## config.mk

```make
export PLATFORM = sky130hd
export DESIGN_NAME = rsd_clock_path
export DESIGN_NICKNAME = d
export VERILOG_FILES = /design/src/rtl/rsd_pkg.sv /design/src/rtl/rsd_out_divider.sv /design/src/rtl/rsd_clock_path.sv
export VERILOG_INCLUDE_DIRS = /design/src /design/src/rtl
export SDC_FILE = /design/constraint.sdc
export NUM_CORES = 1
export LEC_CHECK = 0
export BUFFER_PORTS_ARGS = -buffer_cell sky130_fd_sc_hd__buf_2
export CAP_MARGIN = 20
export CELL_PAD_IN_SITES_DETAIL_PLACEMENT = 1
export CELL_PAD_IN_SITES_GLOBAL_PLACEMENT = 2
export CORE_MARGIN = 2
export CORE_UTILIZATION = 33
export CTS_CLUSTER_SIZE = 14
export DETAILED_ROUTE_END_ITERATION = 8
export GPL_TIMING_DRIVEN = 0
export PLACE_DENSITY = 0.86
export SLEW_MARGIN = 30
export SYNTH_ARGS = -nofsm -noshare
export SYNTH_HDL_FRONTEND = slang
export SYNTH_SLANG_ARGS = --single-unit
```

## constraint.sdc

```tcl
create_clock -name clock_in -period 3.8 [get_ports clock_in]
set_input_delay 0.57 -clock clock_in [delete_from_list [all_inputs] [get_ports clock_in]]
set_output_delay 0.57 -clock clock_in [all_outputs]
set_load 0.005 [all_outputs]
```

## src/rtl/rsd_consts.svh

```systemverilog
`ifndef RSD_CONSTS_SVH
`define RSD_CONSTS_SVH

// ----------------------------------------------------------------
// Register offsets (byte addresses, low eight address bits)
// ----------------------------------------------------------------
`define RSD_OFF_CTRL      8'h00
`define RSD_OFF_IN_PRE    8'h04
`define RSD_OFF_FB_PRE    8'h08
`define RSD_OFF_OUT_BASE  8'h10
`define RSD_OFF_STATUS    8'h24
`define RSD_OFF_STRIDE    8'h04

// ----------------------------------------------------------------
// Field positions
// ----------------------------------------------------------------
`define RSD_CTRL_IN_BYP   0
`define RSD_CTRL_FB_BYP   1
`define RSD_CTRL_ROUTE    2
`define RSD_OUT_RATIO_LSB 0
`define RSD_OUT_RATIO_MSB 6
`define RSD_OUT_SKEW_LSB  8
`define RSD_OUT_SKEW_MSB  11
`define RSD_PRE_MSB       5

// ----------------------------------------------------------------
// Limits, reset values and bus codes
// ----------------------------------------------------------------
`define RSD_NUM_OUT       5
`define RSD_PRE_MIN       6'h01
`define RSD_PRE_MAX       6'h28
`define RSD_DIV_MIN       7'h02
`define RSD_DIV_MAX       7'h50
`define RSD_PRE_RESET     6'h01
`define RSD_DIV_RESET     7'h02
`define RSD_SKEW_RESET    4'h0
`define RSD_LOCK_MATCHES  4'hf
`define RSD_HTRANS_NONSEQ 2'h2

`endif

```

## src/rtl/rsd_pkg.sv

```systemverilog
package rsd_pkg;

  // ----------------------------------------------------------------
  // Control, configuration and status carriers
  // ----------------------------------------------------------------
  typedef struct packed {
    logic route;
    logic fb_bypass;
    logic in_bypass;
  } rsd_ctrl_t;

  typedef struct packed {
    logic [3:0] skew;
    logic [6:0] ratio;
  } rsd_out_cfg_t;

  typedef struct packed {
    logic route;
    logic fb_sel;
    logic ref_sel;
    logic lock;
  } rsd_status_t;

endpackage

```

## src/rtl/rsd_out_divider.sv

```systemverilog
`timescale 1ns/1ps
`include "rsd_consts.svh"

module rsd_out_divider (
  input  wire logic                 clock_in,
  input  wire logic                 resetn_in,
  input  wire logic                 tick_in,
  input  wire logic                 half_in,
  input  wire logic                 restart_in,
  input  wire rsd_pkg::rsd_out_cfg_t cfg_in,
  output logic                      clk_out,
  output logic                      edge_out
);
  import rsd_pkg::*;

  logic [6:0] period;
  logic [6:0] cnt_q;
  logic [6:0] cnt_d;
  logic       clk_q;
  logic       clk_d;
  logic       edge_q;
  logic       edge_d;

  // ----------------------------------------------------------------
  // Counter and output level
  // ----------------------------------------------------------------
  always_comb
  begin
    period = half_in ? {1'b0, cfg_in.ratio[6:1]} : cfg_in.ratio;
    cnt_d  = cnt_q;
    edge_d = 1'b0;
    if (restart_in)
    begin
      // Skew offset only in loop mode
      if (half_in || ({3'h0, cfg_in.skew} >= period))
        cnt_d = 7'h00;
      else
        cnt_d = {3'h0, cfg_in.skew};
    end
    else if (tick_in)
    begin
      if (cnt_q >= 7'(period - 7'h01))
      begin
        cnt_d  = 7'h00;
        edge_d = 1'b1;
      end
      else
        cnt_d = 7'(cnt_q + 7'h01);
    end
    clk_d = (cnt_d < 7'((period + 7'h01) >> 1));
  end

  // Register state
  always_ff @(posedge clock_in or negedge resetn_in)
  begin
    if (!resetn_in)
    begin
      cnt_q  <= 7'h00;
      clk_q  <= 1'b0;
      edge_q <= 1'b0;
    end
    else
    begin
      cnt_q  <= cnt_d;
      clk_q  <= clk_d;
      edge_q <= edge_d;
    end
  end

  assign clk_out  = clk_q;
  assign edge_out = edge_q;
endmodule

```

## src/rtl/rsd_clock_path.sv

```systemverilog
// Overview of operation
// Input and feedback prescalers each bypassable, passing clocks undivided.
// Glitch-free switching needs both prescalers bypassed and close clock frequencies.
// Without bypass, user keeps clock high/low times or resets for switchover.
// Route-around high feeds input prescaler output straight to all output dividers.
// In route-around each output divider uses half its programmed value.
// Route-around output frequency is twice reference over prescaler times divider.
// Route-around disables lock detection and per-output skew.
// Larger variant: reference select low picks pair A, high picks pair B.
// Larger variant: feedback select low picks pair A, high picks pair B.
// Smaller variant has one reference and one feedback pair, no selects.
// Normal locked mode: outputs are loop oscillator divided by each divider.
// Output dividers programmable to even ratios 2 to 80.
// Input prescaler divides reference by integer 1 to 40.
// Selected feedback pair drives feedback prescaler; selected reference drives input one.
// Select inputs act directly on input multiplexers, never latched by a clock.
//
// Decided for this implementation: the register addresses and the AHB-Lite register port.
`timescale 1ns/1ps
`include "rsd_consts.svh"

module rsd_clock_path #(
  parameter bit LARGE_VARIANT = 1'b1
) (
  input  wire logic        clock_in,
  input  wire logic        resetn_in,
  input  wire logic        hsel_in,
  input  wire logic [31:0] haddr_in,
  input  wire logic [1:0]  htrans_in,
  input  wire logic        hwrite_in,
  input  wire logic [2:0]  hsize_in,
  input  wire logic [31:0] hwdata_in,
  input  wire logic        hready_in,
  output logic      [31:0] hrdata_out,
  output logic             hreadyout_out,
  output logic             hresp_out,
  input  wire logic        reference_pair_a_in,
  input  wire logic        reference_pair_b_in,
  input  wire logic        feedback_pair_a_in,
  input  wire logic        feedback_pair_b_in,
  input  wire logic        reference_pair_select_in,
  input  wire logic        feedback_pair_select_in,
  input  wire logic        vco_in,
  output logic      [4:0]  out_clk_out,
  output logic             ref_phase_pulse_out,
  output logic             fb_phase_pulse_out,
  output logic             lock_out
);
  import rsd_pkg::*;

  // ----------------------------------------------------------------
  // Helper functions
  // ----------------------------------------------------------------
  // Clamp a prescaler write into 1 to 40
  function automatic logic [5:0] clamp_pre(input logic [31:0] v);
    if (v[5:0] < `RSD_PRE_MIN || v[31:6] != 26'h0)
      clamp_pre = (v[31:6] != 26'h0) ? `RSD_PRE_MAX : `RSD_PRE_MIN;
    else if (v[5:0] > `RSD_PRE_MAX)
      clamp_pre = `RSD_PRE_MAX;
    else
      clamp_pre = v[5:0];
  endfunction

  // Clamp a divider write into even 2 to 80
  function automatic logic [6:0] clamp_div(input logic [6:0] v);
    if (v < `RSD_DIV_MIN)
      clamp_div = `RSD_DIV_MIN;
    else if (v > `RSD_DIV_MAX)
      clamp_div = `RSD_DIV_MAX;
    else
      clamp_div = {v[6:1], 1'b0};
  endfunction

  // Prescaler stage: tick on the edge that closes a count
  function automatic logic pre_hit(input logic rise, input logic byp,
                                   input logic [5:0] cnt, input logic [5:0] div);
    pre_hit = rise && (byp || cnt == 6'(div - 6'h01));
  endfunction

  // ----------------------------------------------------------------
  // Input multiplexers and synchronisers
  // ----------------------------------------------------------------
  logic       ref_sel_eff;
  logic       fb_sel_eff;
  logic       ref_mux;
  logic       fb_mux;
  logic [2:0] ref_s_q;
  logic [2:0] fb_s_q;
  logic [2:0] vco_s_q;
  logic [1:0] rsel_s_q;
  logic [1:0] fsel_s_q;
  logic       ref_rise;
  logic       fb_rise;
  logic       vco_rise;

  // Select pins steer the pair muxes with no latch
  assign ref_sel_eff = LARGE_VARIANT ? reference_pair_select_in : 1'b0;
  assign fb_sel_eff  = LARGE_VARIANT ? feedback_pair_select_in : 1'b0;
  assign ref_mux = ref_sel_eff ? reference_pair_b_in : reference_pair_a_in;
  assign fb_mux  = fb_sel_eff ? feedback_pair_b_in : feedback_pair_a_in;

  // Two-stage sync plus edge stage; stage 0 only feeds stage 1
  always_ff @(posedge clock_in or negedge resetn_in)
  begin
    if (!resetn_in)
    begin
      ref_s_q  <= 3'h0;
      fb_s_q   <= 3'h0;
      vco_s_q  <= 3'h0;
      rsel_s_q <= 2'h0;
      fsel_s_q <= 2'h0;
    end
    else
    begin
      ref_s_q  <= {ref_s_q[1:0], ref_mux};
      fb_s_q   <= {fb_s_q[1:0], fb_mux};
      vco_s_q  <= {vco_s_q[1:0], vco_in};
      rsel_s_q <= {rsel_s_q[0], ref_sel_eff};
      fsel_s_q <= {fsel_s_q[0], fb_sel_eff};
    end
  end

  assign ref_rise = ref_s_q[1] && !ref_s_q[2];
  assign fb_rise  = fb_s_q[1] && !fb_s_q[2];
  assign vco_rise = vco_s_q[1] && !vco_s_q[2];

  // ----------------------------------------------------------------
  // Register file
  // ----------------------------------------------------------------
  rsd_ctrl_t    ctrl_q;
  rsd_ctrl_t    ctrl_d;
  logic [5:0]   in_pre_q;
  logic [5:0]   in_pre_d;
  logic [5:0]   fb_pre_q;
  logic [5:0]   fb_pre_d;
  rsd_out_cfg_t cfg_q [`RSD_NUM_OUT];
  rsd_out_cfg_t cfg_d [`RSD_NUM_OUT];
  logic [4:0]   restart_q;
  logic [4:0]   restart_d;
  logic         wr_pend_q;
  logic         wr_pend_d;
  logic [7:0]   addr_q;
  logic [7:0]   addr_d;
  logic [31:0]  rdata_q;
  logic [31:0]  rdata_d;
  logic         lock_q;
  logic         addr_ok;
  rsd_status_t  status;

  assign addr_ok = hsel_in && htrans_in == `RSD_HTRANS_NONSEQ && hready_in;
  assign status  = '{route: ctrl_q.route, fb_sel: fsel_s_q[1], ref_sel: rsel_s_q[1], lock: lock_q};

  // Address phase capture, data phase write, registered read data
  always_comb
  begin
    ctrl_d    = ctrl_q;
    in_pre_d  = in_pre_q;
    fb_pre_d  = fb_pre_q;
    cfg_d     = cfg_q;
    restart_d = 5'h00;
    wr_pend_d = addr_ok && hwrite_in;
    addr_d    = addr_ok ? haddr_in[7:0] : addr_q;
    rdata_d   = 32'h0000_0000;
    if (wr_pend_q)
    begin
      unique case (addr_q)
        `RSD_OFF_CTRL:
        begin
          ctrl_d.in_bypass = hwdata_in[`RSD_CTRL_IN_BYP];
          ctrl_d.fb_bypass = hwdata_in[`RSD_CTRL_FB_BYP];
          ctrl_d.route     = hwdata_in[`RSD_CTRL_ROUTE];
          if (hwdata_in[`RSD_CTRL_ROUTE] != ctrl_q.route)
            restart_d = 5'h1f;
        end
        `RSD_OFF_IN_PRE: in_pre_d = clamp_pre(hwdata_in);
        `RSD_OFF_FB_PRE: fb_pre_d = clamp_pre(hwdata_in);
        default:
        begin
          for (int k = 0; k < `RSD_NUM_OUT; k++)
          begin
            if (addr_q == 8'(`RSD_OFF_OUT_BASE + 8'(k) * `RSD_OFF_STRIDE))
            begin
              cfg_d[k].ratio = clamp_div(hwdata_in[`RSD_OUT_RATIO_MSB:`RSD_OUT_RATIO_LSB]);
              cfg_d[k].skew  = hwdata_in[`RSD_OUT_SKEW_MSB:`RSD_OUT_SKEW_LSB];
              restart_d[k]   = 1'b1;
            end
          end
        end
      endcase
    end
    if (addr_ok && !hwrite_in)
    begin
      unique case (haddr_in[7:0])
        `RSD_OFF_CTRL:   rdata_d = {29'h0000_0000, ctrl_q};
        `RSD_OFF_IN_PRE: rdata_d = {26'h000_0000, in_pre_q};
        `RSD_OFF_FB_PRE: rdata_d = {26'h000_0000, fb_pre_q};
        `RSD_OFF_STATUS: rdata_d = {28'h000_0000, status};
        default:
        begin
          for (int k = 0; k < `RSD_NUM_OUT; k++)
            if (haddr_in[7:0] == 8'(`RSD_OFF_OUT_BASE + 8'(k) * `RSD_OFF_STRIDE))
              rdata_d = {20'h0_0000, cfg_q[k].skew, 1'b0, cfg_q[k].ratio};
        end
      endcase
    end
  end

  // Register the bus slave state
  always_ff @(posedge clock_in or negedge resetn_in)
  begin
    if (!resetn_in)
    begin
      ctrl_q    <= '0;
      in_pre_q  <= `RSD_PRE_RESET;
      fb_pre_q  <= `RSD_PRE_RESET;
      for (int k = 0; k < `RSD_NUM_OUT; k++)
        cfg_q[k] <= '{skew: `RSD_SKEW_RESET, ratio: `RSD_DIV_RESET};
      restart_q <= 5'h00;
      wr_pend_q <= 1'b0;
      addr_q    <= 8'h00;
      rdata_q   <= 32'h0000_0000;
    end
    else
    begin
      ctrl_q    <= ctrl_d;
      in_pre_q  <= in_pre_d;
      fb_pre_q  <= fb_pre_d;
      cfg_q     <= cfg_d;
      restart_q <= restart_d;
      wr_pend_q <= wr_pend_d;
      addr_q    <= addr_d;
      rdata_q   <= rdata_d;
    end
  end

  // Zero wait state, always OKAY
  assign hrdata_out    = rdata_q;
  assign hreadyout_out = 1'b1;
  assign hresp_out     = 1'b0;

  // ----------------------------------------------------------------
  // Prescalers, phase pulses and lock detect
  // ----------------------------------------------------------------
  logic [5:0] m_cnt_q;
  logic [5:0] m_cnt_d;
  logic [5:0] n_cnt_q;
  logic [5:0] n_cnt_d;
  logic       ref_tick;
  logic       fb_tick;
  logic       ref_pend_q;
  logic       ref_pend_d;
  logic       fb_pend_q;
  logic       fb_pend_d;
  logic [3:0] match_q;
  logic [3:0] match_d;
  logic       lock_d;
  logic       rp_q;
  logic       fp_q;

  assign ref_tick = pre_hit(ref_rise, ctrl_q.in_bypass, m_cnt_q, in_pre_q);
  assign fb_tick  = pre_hit(fb_rise, ctrl_q.fb_bypass, n_cnt_q, fb_pre_q);

  // Count edges, pair ref and feedback ticks for lock
  always_comb
  begin
    m_cnt_d    = m_cnt_q;
    n_cnt_d    = n_cnt_q;
    ref_pend_d = ref_pend_q;
    fb_pend_d  = fb_pend_q;
    match_d    = match_q;
    if (ref_rise)
      m_cnt_d = (ref_tick || ctrl_q.in_bypass) ? 6'h00 : 6'(m_cnt_q + 6'h01);
    if (fb_rise)
      n_cnt_d = (fb_tick || ctrl_q.fb_bypass) ? 6'h00 : 6'(n_cnt_q + 6'h01);
    if (ctrl_q.route)
    begin
      ref_pend_d = 1'b0;
      fb_pend_d  = 1'b0;
      match_d    = 4'h0;
    end
    else if ((ref_tick && ref_pend_q) || (fb_tick && fb_pend_q))
    begin
      ref_pend_d = 1'b0;
      fb_pend_d  = 1'b0;
      match_d    = 4'h0;
    end
    else if ((ref_tick || ref_pend_q) && (fb_tick || fb_pend_q))
    begin
      ref_pend_d = 1'b0;
      fb_pend_d  = 1'b0;
      if (match_q != `RSD_LOCK_MATCHES)
        match_d = 4'(match_q + 4'h1);
    end
    else
    begin
      ref_pend_d = ref_pend_q || ref_tick;
      fb_pend_d  = fb_pend_q || fb_tick;
    end
    lock_d = !ctrl_q.route && match_d == `RSD_LOCK_MATCHES;
  end

  // Register prescaler and lock state
  always_ff @(posedge clock_in or negedge resetn_in)
  begin
    if (!resetn_in)
    begin
      m_cnt_q    <= 6'h00;
      n_cnt_q    <= 6'h00;
      ref_pend_q <= 1'b0;
      fb_pend_q  <= 1'b0;
      match_q    <= 4'h0;
      lock_q     <= 1'b0;
      rp_q       <= 1'b0;
      fp_q       <= 1'b0;
    end
    else
    begin
      m_cnt_q    <= m_cnt_d;
      n_cnt_q    <= n_cnt_d;
      ref_pend_q <= ref_pend_d;
      fb_pend_q  <= fb_pend_d;
      match_q    <= match_d;
      lock_q     <= lock_d;
      rp_q       <= ref_tick;
      fp_q       <= fb_tick;
    end
  end

  assign ref_phase_pulse_out = rp_q;
  assign fb_phase_pulse_out  = fp_q;
  assign lock_out            = lock_q;

  // ----------------------------------------------------------------
  // Output dividers
  // ----------------------------------------------------------------
  logic div_tick;

  // Route-around feeds the prescaled reference, else the loop oscillator
  assign div_tick = ctrl_q.route ? ref_tick : vco_rise;

  for (genvar g = 0; g < `RSD_NUM_OUT; g++)
  begin : g_div
    rsd_out_divider u_div (
      .clock_in   (clock_in),
      .resetn_in  (resetn_in),
      .tick_in    (div_tick),
      .half_in    (ctrl_q.route),
      .restart_in (restart_q[g]),
      .cfg_in     (cfg_q[g]),
      .clk_out    (out_clk_out[g]),
      .edge_out   ()
    );
  end
endmodule

```

# Yosys cells after proc, flatten, opt, wreduce, memory -nomap -nowiden
# Cells that the tools add are included.
# op_classes
addsub	20
n_lt_le_gt_ge	19
eq_ne	21
n_mux	60
bitwise_logic	1
n_reduce_logical	44
# ops
operator	count
32-bit 2-to-1 mux	5
7-bit 2-to-1 mux	22
32-bit case mux with 4 select lines	1
7-bit by 1-bit adder with 7-bit output (second input constant)	10
8-bit by 5-bit equality test with 1-bit output (second input constant)	8
4-bit 2-to-1 mux	9
4-bit by 7-bit greater-or-equal comparator with 1-bit output	5
7-bit greater-or-equal comparator	5
7-bit by 6-bit < comparator with 1-bit output	5
7-bit by 1-bit subtractor with 7-bit output (second input constant)	5
6-bit 2-to-1 mux	5
26-bit nonzero test	1
8-bit by 6-bit equality test with 1-bit output (second input constant)	3
8-bit by 3-bit equality test with 1-bit output (second input constant)	2
8-bit by 4-bit equality test with 1-bit output (second input constant)	2
8-bit zero test	2
3-bit AND reduction	5
1-bit 2-to-1 mux	14
1-bit logical AND	13
1-bit logical OR	13
6-bit by 1-bit adder with 6-bit output (second input constant)	2
6-bit equality test	2
12-bit 2-to-1 mux	1
6-bit by 1-bit subtractor with 6-bit output (second input constant)	2
16 further kinds	23
# totals
register_bits	190
inputBits	81
out_inout_bits	42
wordCells	207

# Longest topological paths before layout
# logic_depth
word_depth	11
mapped_depth	18

# By module
# From an unflattened synthesis, not the netlist that was laid out.
# hier_totals
cells_unflattened	1225
area_unflattened_um2	11726.2
# modules_own_cells
mod	instances	cells_per_inst	area_each_um2
rsd_clock_path	1	552	5818.1
rsd_out_divider at g_div[1].u_div ...	3	135	1184.9
rsd_out_divider at g_div[4].u_div	1	136	1192.4
rsd_out_divider at g_div[0].u_div	1	132	1161.1

# Least setup slack after synthesis
# Ideal clock, no wire load.
# synth_timing
kind	register to register
start	register ctrl_q[2] (netlist bit)
end	register g_div[4].u_div.clk_q
t_arrival_ps	3915
path_slack_ps	-226
path_stages_with_launch	18
n_path_buf	3
period_less_slack_ps	4026
path_cell_list	dfrtp_1 -> buf_2 -> clkbuf_1 -> buf_1 -> mux2i_1 -> inv_1 -> ha_1 -> ha_1 -> a211oi_1 -> o21a_1 -> o31ai_1 -> a21o_1 -> o22ai_1 -> ha_1 -> o21a_1 -> o2111ai_1 -> a31oi_1 -> a2111oi_2
# synth_between
elab_chain_cells	7
elab_cells_between_ends	12
cone_classes	2 x add/sub; 3 x order compare; 6 x mux; 1 x reduce/logical
# synth_rtl
item	line	text
start, declared	rsd_clock_path.sv:130	rsd_ctrl_t ctrl_q;
start signal, assigned	rsd_clock_path.sv:225	ctrl_q <= ctrl_d;
7-bit 2-to-1 mux	rsd_out_divider.sv:29	period = half_in ? {1'b0, cfg_in.ratio[6:1]} : cfg_in.ratio;
7-bit by 1-bit subtractor with 7-bit output	rsd_out_divider.sv:42	if (cnt_q >= 7'(period - 7'h01))
7-bit greater-or-equal comparator	rsd_out_divider.sv:42	
7-bit 2-to-1 mux	rsd_out_divider.sv:42	
7-bit 2-to-1 mux	rsd_out_divider.sv:40	else if (tick_in)
7-bit 2-to-1 mux *	rsd_out_divider.sv:32	if (restart_in)
via g_div[4].u_div.cnt_d[1]	rsd_out_divider.sv:18	logic [6:0] cnt_d;
7-bit by 6-bit < comparator with 1-bit output *	rsd_out_divider.sv:50	clk_d = (cnt_d < 7'((period + 7'h01) >> 1));
via g_div[4].u_div.clk_d	rsd_out_divider.sv:20	logic clk_d;
end signal, assigned	rsd_out_divider.sv:65	clk_q <= clk_d;
end, declared	rsd_out_divider.sv:19	logic clk_q;
# Mark *: on every way through the listed nets, which the timed path passes. The rest lies on a longest branch.
# A chain may end at the register's enable or synchronous reset.

# Worst setup path in the final report
# layout_timing
start	register ctrl_q[2] (netlist bit)
end	register g_div[1].u_div.clk_q
# layout_between
elab_chain_cells	7
elab_cells_between_ends	12
cone_classes	2 x add/sub; 3 x order compare; 6 x mux; 1 x reduce/logical
# layout_rtl
item	line
7-bit 2-to-1 mux	rsd_out_divider.sv:29
7-bit by 1-bit subtractor with 7-bit output	rsd_out_divider.sv:42
7-bit greater-or-equal comparator	rsd_out_divider.sv:42
7-bit 2-to-1 mux	rsd_out_divider.sv:42
7-bit 2-to-1 mux	rsd_out_divider.sv:40
7-bit 2-to-1 mux *	rsd_out_divider.sv:32
via g_div[1].u_div.cnt_d[1]	rsd_out_divider.sv:18
7-bit by 6-bit < comparator with 1-bit output *	rsd_out_divider.sv:50
via g_div[1].u_div.clk_d	rsd_out_divider.sv:20
end signal, assigned	rsd_out_divider.sv:65
end, declared	rsd_out_divider.sv:19
# Marks and branches as above.

==> impl_metrics.ini <==
[timing]
grt_setup_unrepaired = yes
fin_crit_sh = 0.988
finClkSkew_ns = 0.00946
tightest_slew_ns = 0.983
hold_viol_final = 0
setup_slack_ns = 0.0466
fmax_ghz = 0.266
slew_headroom = 0.338
finalSetupTns_ns = 0
fin_hold_ws_ns = 0.0371
finalCriticalPeriod_ns = 3.75
finalSetupViolations = 0
slew_violations = 0

[floorplan]
dieArea_mm2 = 0.0353
rows = 67
start_util = 0.334
die_y_um = 188
die-width_um = 188
io_pins = 123
core_region_area_mm2 = 0.0334

[clock_tree]
cts_made_buffers = 17
ctsHtreeMaxLevel = 4
cts_tree = yes
cts.sinks = 164
clkSlewWorstSetupHoldPaths_ns = 0.07
cts-root-buf = clkbuf_16
cts_buffer_depth = 2
clock_latency_ns = 0.44

[pwr]
p_per_area_mw_per_mm2 = 468
seq_power_share = 0.360
switchingPower_mw = 2.31
p_leak_nw = 6.22
p_sw_frac = 0.362
p_clk_frac = 0.291
irDropWorstVdd_uv = 280
combPwrFrac = 0.350
intPower_mw = 4.06

[critical_path]
endpoint_kind = register
cp-start-kind = register
crit_type = reg2reg
crit_arrival_ns = 4.09
required_ns = 4.13
cp_max_fo = 8

[synth]
netlist_area_mm2 = 0.0111
synth_cells = 1250
yosys_warnings = 0
avgSynthCellArea_um2 = 8.92
synth.area.top_cells = dfrtp_1, ha_1, nand2_1, o21ai_0, mux2_2
netlist.area_leader.share = 0.352
synth_seq_cells = 164
ys_seq_area_frac = 0.369
synth_top_area_cell = dfrtp_1
synth_cell_type_count = 64
synth_ff_type = dfrtp_1
async_reset_ff_frac = 1.00
synth-edff-count = 0

[placement]
port_buffers = 72
pre_cts_slack_ns = -2.02
gp_congestion = 0.868
dp.cells = 1793
dp_hpwl_um = 28500

[global_route]
grt_overflow = 0
antenna_found_initial = 0
grt_max_degree = 68
grt_pass1_wl_um = 60300
grt_pass1_vias = 10500
grt_use_total = 0.220

[detailed_routing]
drt-total-wl_um = 38700
drcViolationCount = 0
avgRoutedWirePerCell_um = 21.1
viasPerCell = 5.49
vias = 10100
first_pass_iters = 6
ant_nets = 0
drtIter0Drc = 511

[cells_and_area]
syn2layout_area_growth_pct = 21.8
layout_common_cells = dfrtp_1, nand2_1, o21ai_0
final_cells = 1839
num-nets-final = 1549
antenna_cells = 0
layout-drive-gt1-share = 0.221
final_common_cell = dfrtp_1

[run_status]
outcome = complete, no violations

[worst_hold_path]
hold_class = in2async

[run]
cap_violations = 0
==> cell families (layout without fill, tap and decap cells) <==
group	Yosys count	in the layout	share of synthesized area
fa+ha+maj	90	90	0.101
simple gates	393	393	0.170
flops	164	164	0.369
compound gates	345	345	0.197
buf+inv	136	256	0.0566
xor+xnor	54	54	0.0424
mux	66	66	0.0636
other cells	2	23	0.000674
==> routing by layer <==
layer | vias to the layer above | global-route usage | share of wire
li1 | 4722 | - | -
met2 | 247 | 0.373 | 0.49
met3 | 66 | 0.0299 | 0.038
met5 | - | 0 | 0
met1 | 5054 | 0.285 | 0.44
met4 | 0 | 0.0800 | 0.034
==> layout make-up <==
cell class              count  area [µm²]
repair buffers             99         626
clock inverters            12         168
inverters                  53         203
fillers                  3923       19800
multi-input cells         971        6950
clock buffers              20         447
plain buffers              72         510
well taps                 448         561
flip-flops and latches    164        4110
==> critical path, stage by stage (launching register included) <==
cell	delay (ns)
dfrtp_2	0.46
clkbuf_16	0.18
buf_16	0.15
buf_12	0.12
mux2i_4	0.22
inv_2	0.06
ha_4	0.23
ha_4	0.26
a211oi_2	0.06
o21a_1	0.21
o31ai_4	0.31
a21o_1	0.21
o22ai_2	0.09
ha_1	0.30
o21a_1	0.20
o2111ai_2	0.16
a31oi_1	0.07
a2111oi_2	0.33
==> state kept, by name (all words and copies together), names as in the netlist, 2 cells and up <==
name,cells
fb_pre_q,6
fb_s_q,3
rsel_s_q,2
ctrl_q,3
fsel_s_q,2
n_cnt_q,6
restart_q,5
in_pre_q,6
g_div.u_div.cnt_q,35
m_cnt_q,6
g_div.u_div.clk_out,5
hrdata_out,11
match_q,4
ref_s_q,3
addr_q,8
vco_s_q,3
cfg_q,50
==> Yosys cell counts (4+ instances only) <==
master / count
dfrtp_1: 157
nand2_1: 150
o21ai_0: 112
ha_1: 90
a21oi_1: 83
nor2_1: 74
inv_1: 53
clkbuf_1: 48
mux2_2: 39
nor3_1: 36
buf_4: 29
xor2_1: 29
mux2i_1: 27
xnor2_1: 25
a21o_1: 21
a22oi_1: 20
nand3_1: 19
nand2b_1: 18
o21a_1: 15
and4_1: 14
nand4_1: 14
and3_1: 13
o22ai_1: 12
or3_1: 12
a211oi_1: 11
nor4_1: 9
o31ai_1: 8
dfstp_2: 7
nor2b_1: 7
o211ai_1: 7
or2_2: 7
a311oi_1: 6
a31oi_1: 6
and2_1: 6
a21boi_0: 5
a221oi_1: 5
a311o_1: 5
a31o_2: 5
o2111ai_1: 5
a2111oi_2: 4
==> metrics by stage <==
step | util | power, mW | area (µm²)
floorplan | - | 3.49 | 11200
global placement | 0.364 | 4.04 | 12200
detailed placement | 0.366 | 4.14 | 12200
CTS | 0.397 | 6.21 | 13200
global route | 0.407 | 6.76 | 13600
finish | 0.407 | 6.36 | 13600
==> final timing paths <==
check	from	endpoint	slack, ns	cells after the start
worst max-delay path	ctrl_q[2]	g_div[1].u_div.clk_out	0.05	17
worst min-delay path	resetn_in	g_div[0].u_div.cnt_q[2]	0.04	1
worst max register to register	ctrl_q[2]	g_div[1].u_div.clk_out	0.05	17
worst min register to register	vco_s_q[0]	vco_s_q[1]	0.35	0
max in group asynchronous	resetn_in	g_div[1].u_div.clk_out	3.07	2
min in group clock_in	vco_in	vco_s_q[0]	0.24	1
==> power by group through the flow <==
stage               Sequential, mW  Combinational (mW)  Clock (mW)
CTS                           2.27                2.05        1.89
global route                  2.32                2.49        1.95
finish                        2.29                2.22        1.85
floorplan                     2.20                1.30           0
detailed placement            2.30                1.84           0
global placement              2.28                1.76           0
==> what timing repair did <==
item / 4_1_cts / 5_1_grt
hold buffers: 0 / 0
endpoints found under the setup margin: 40 / 5
gates resized for setup: 74 / 58
pin swaps: 16 / 12
setup buffers: 14 / 11
No activity file was read; power rests on OpenSTA's default activity.
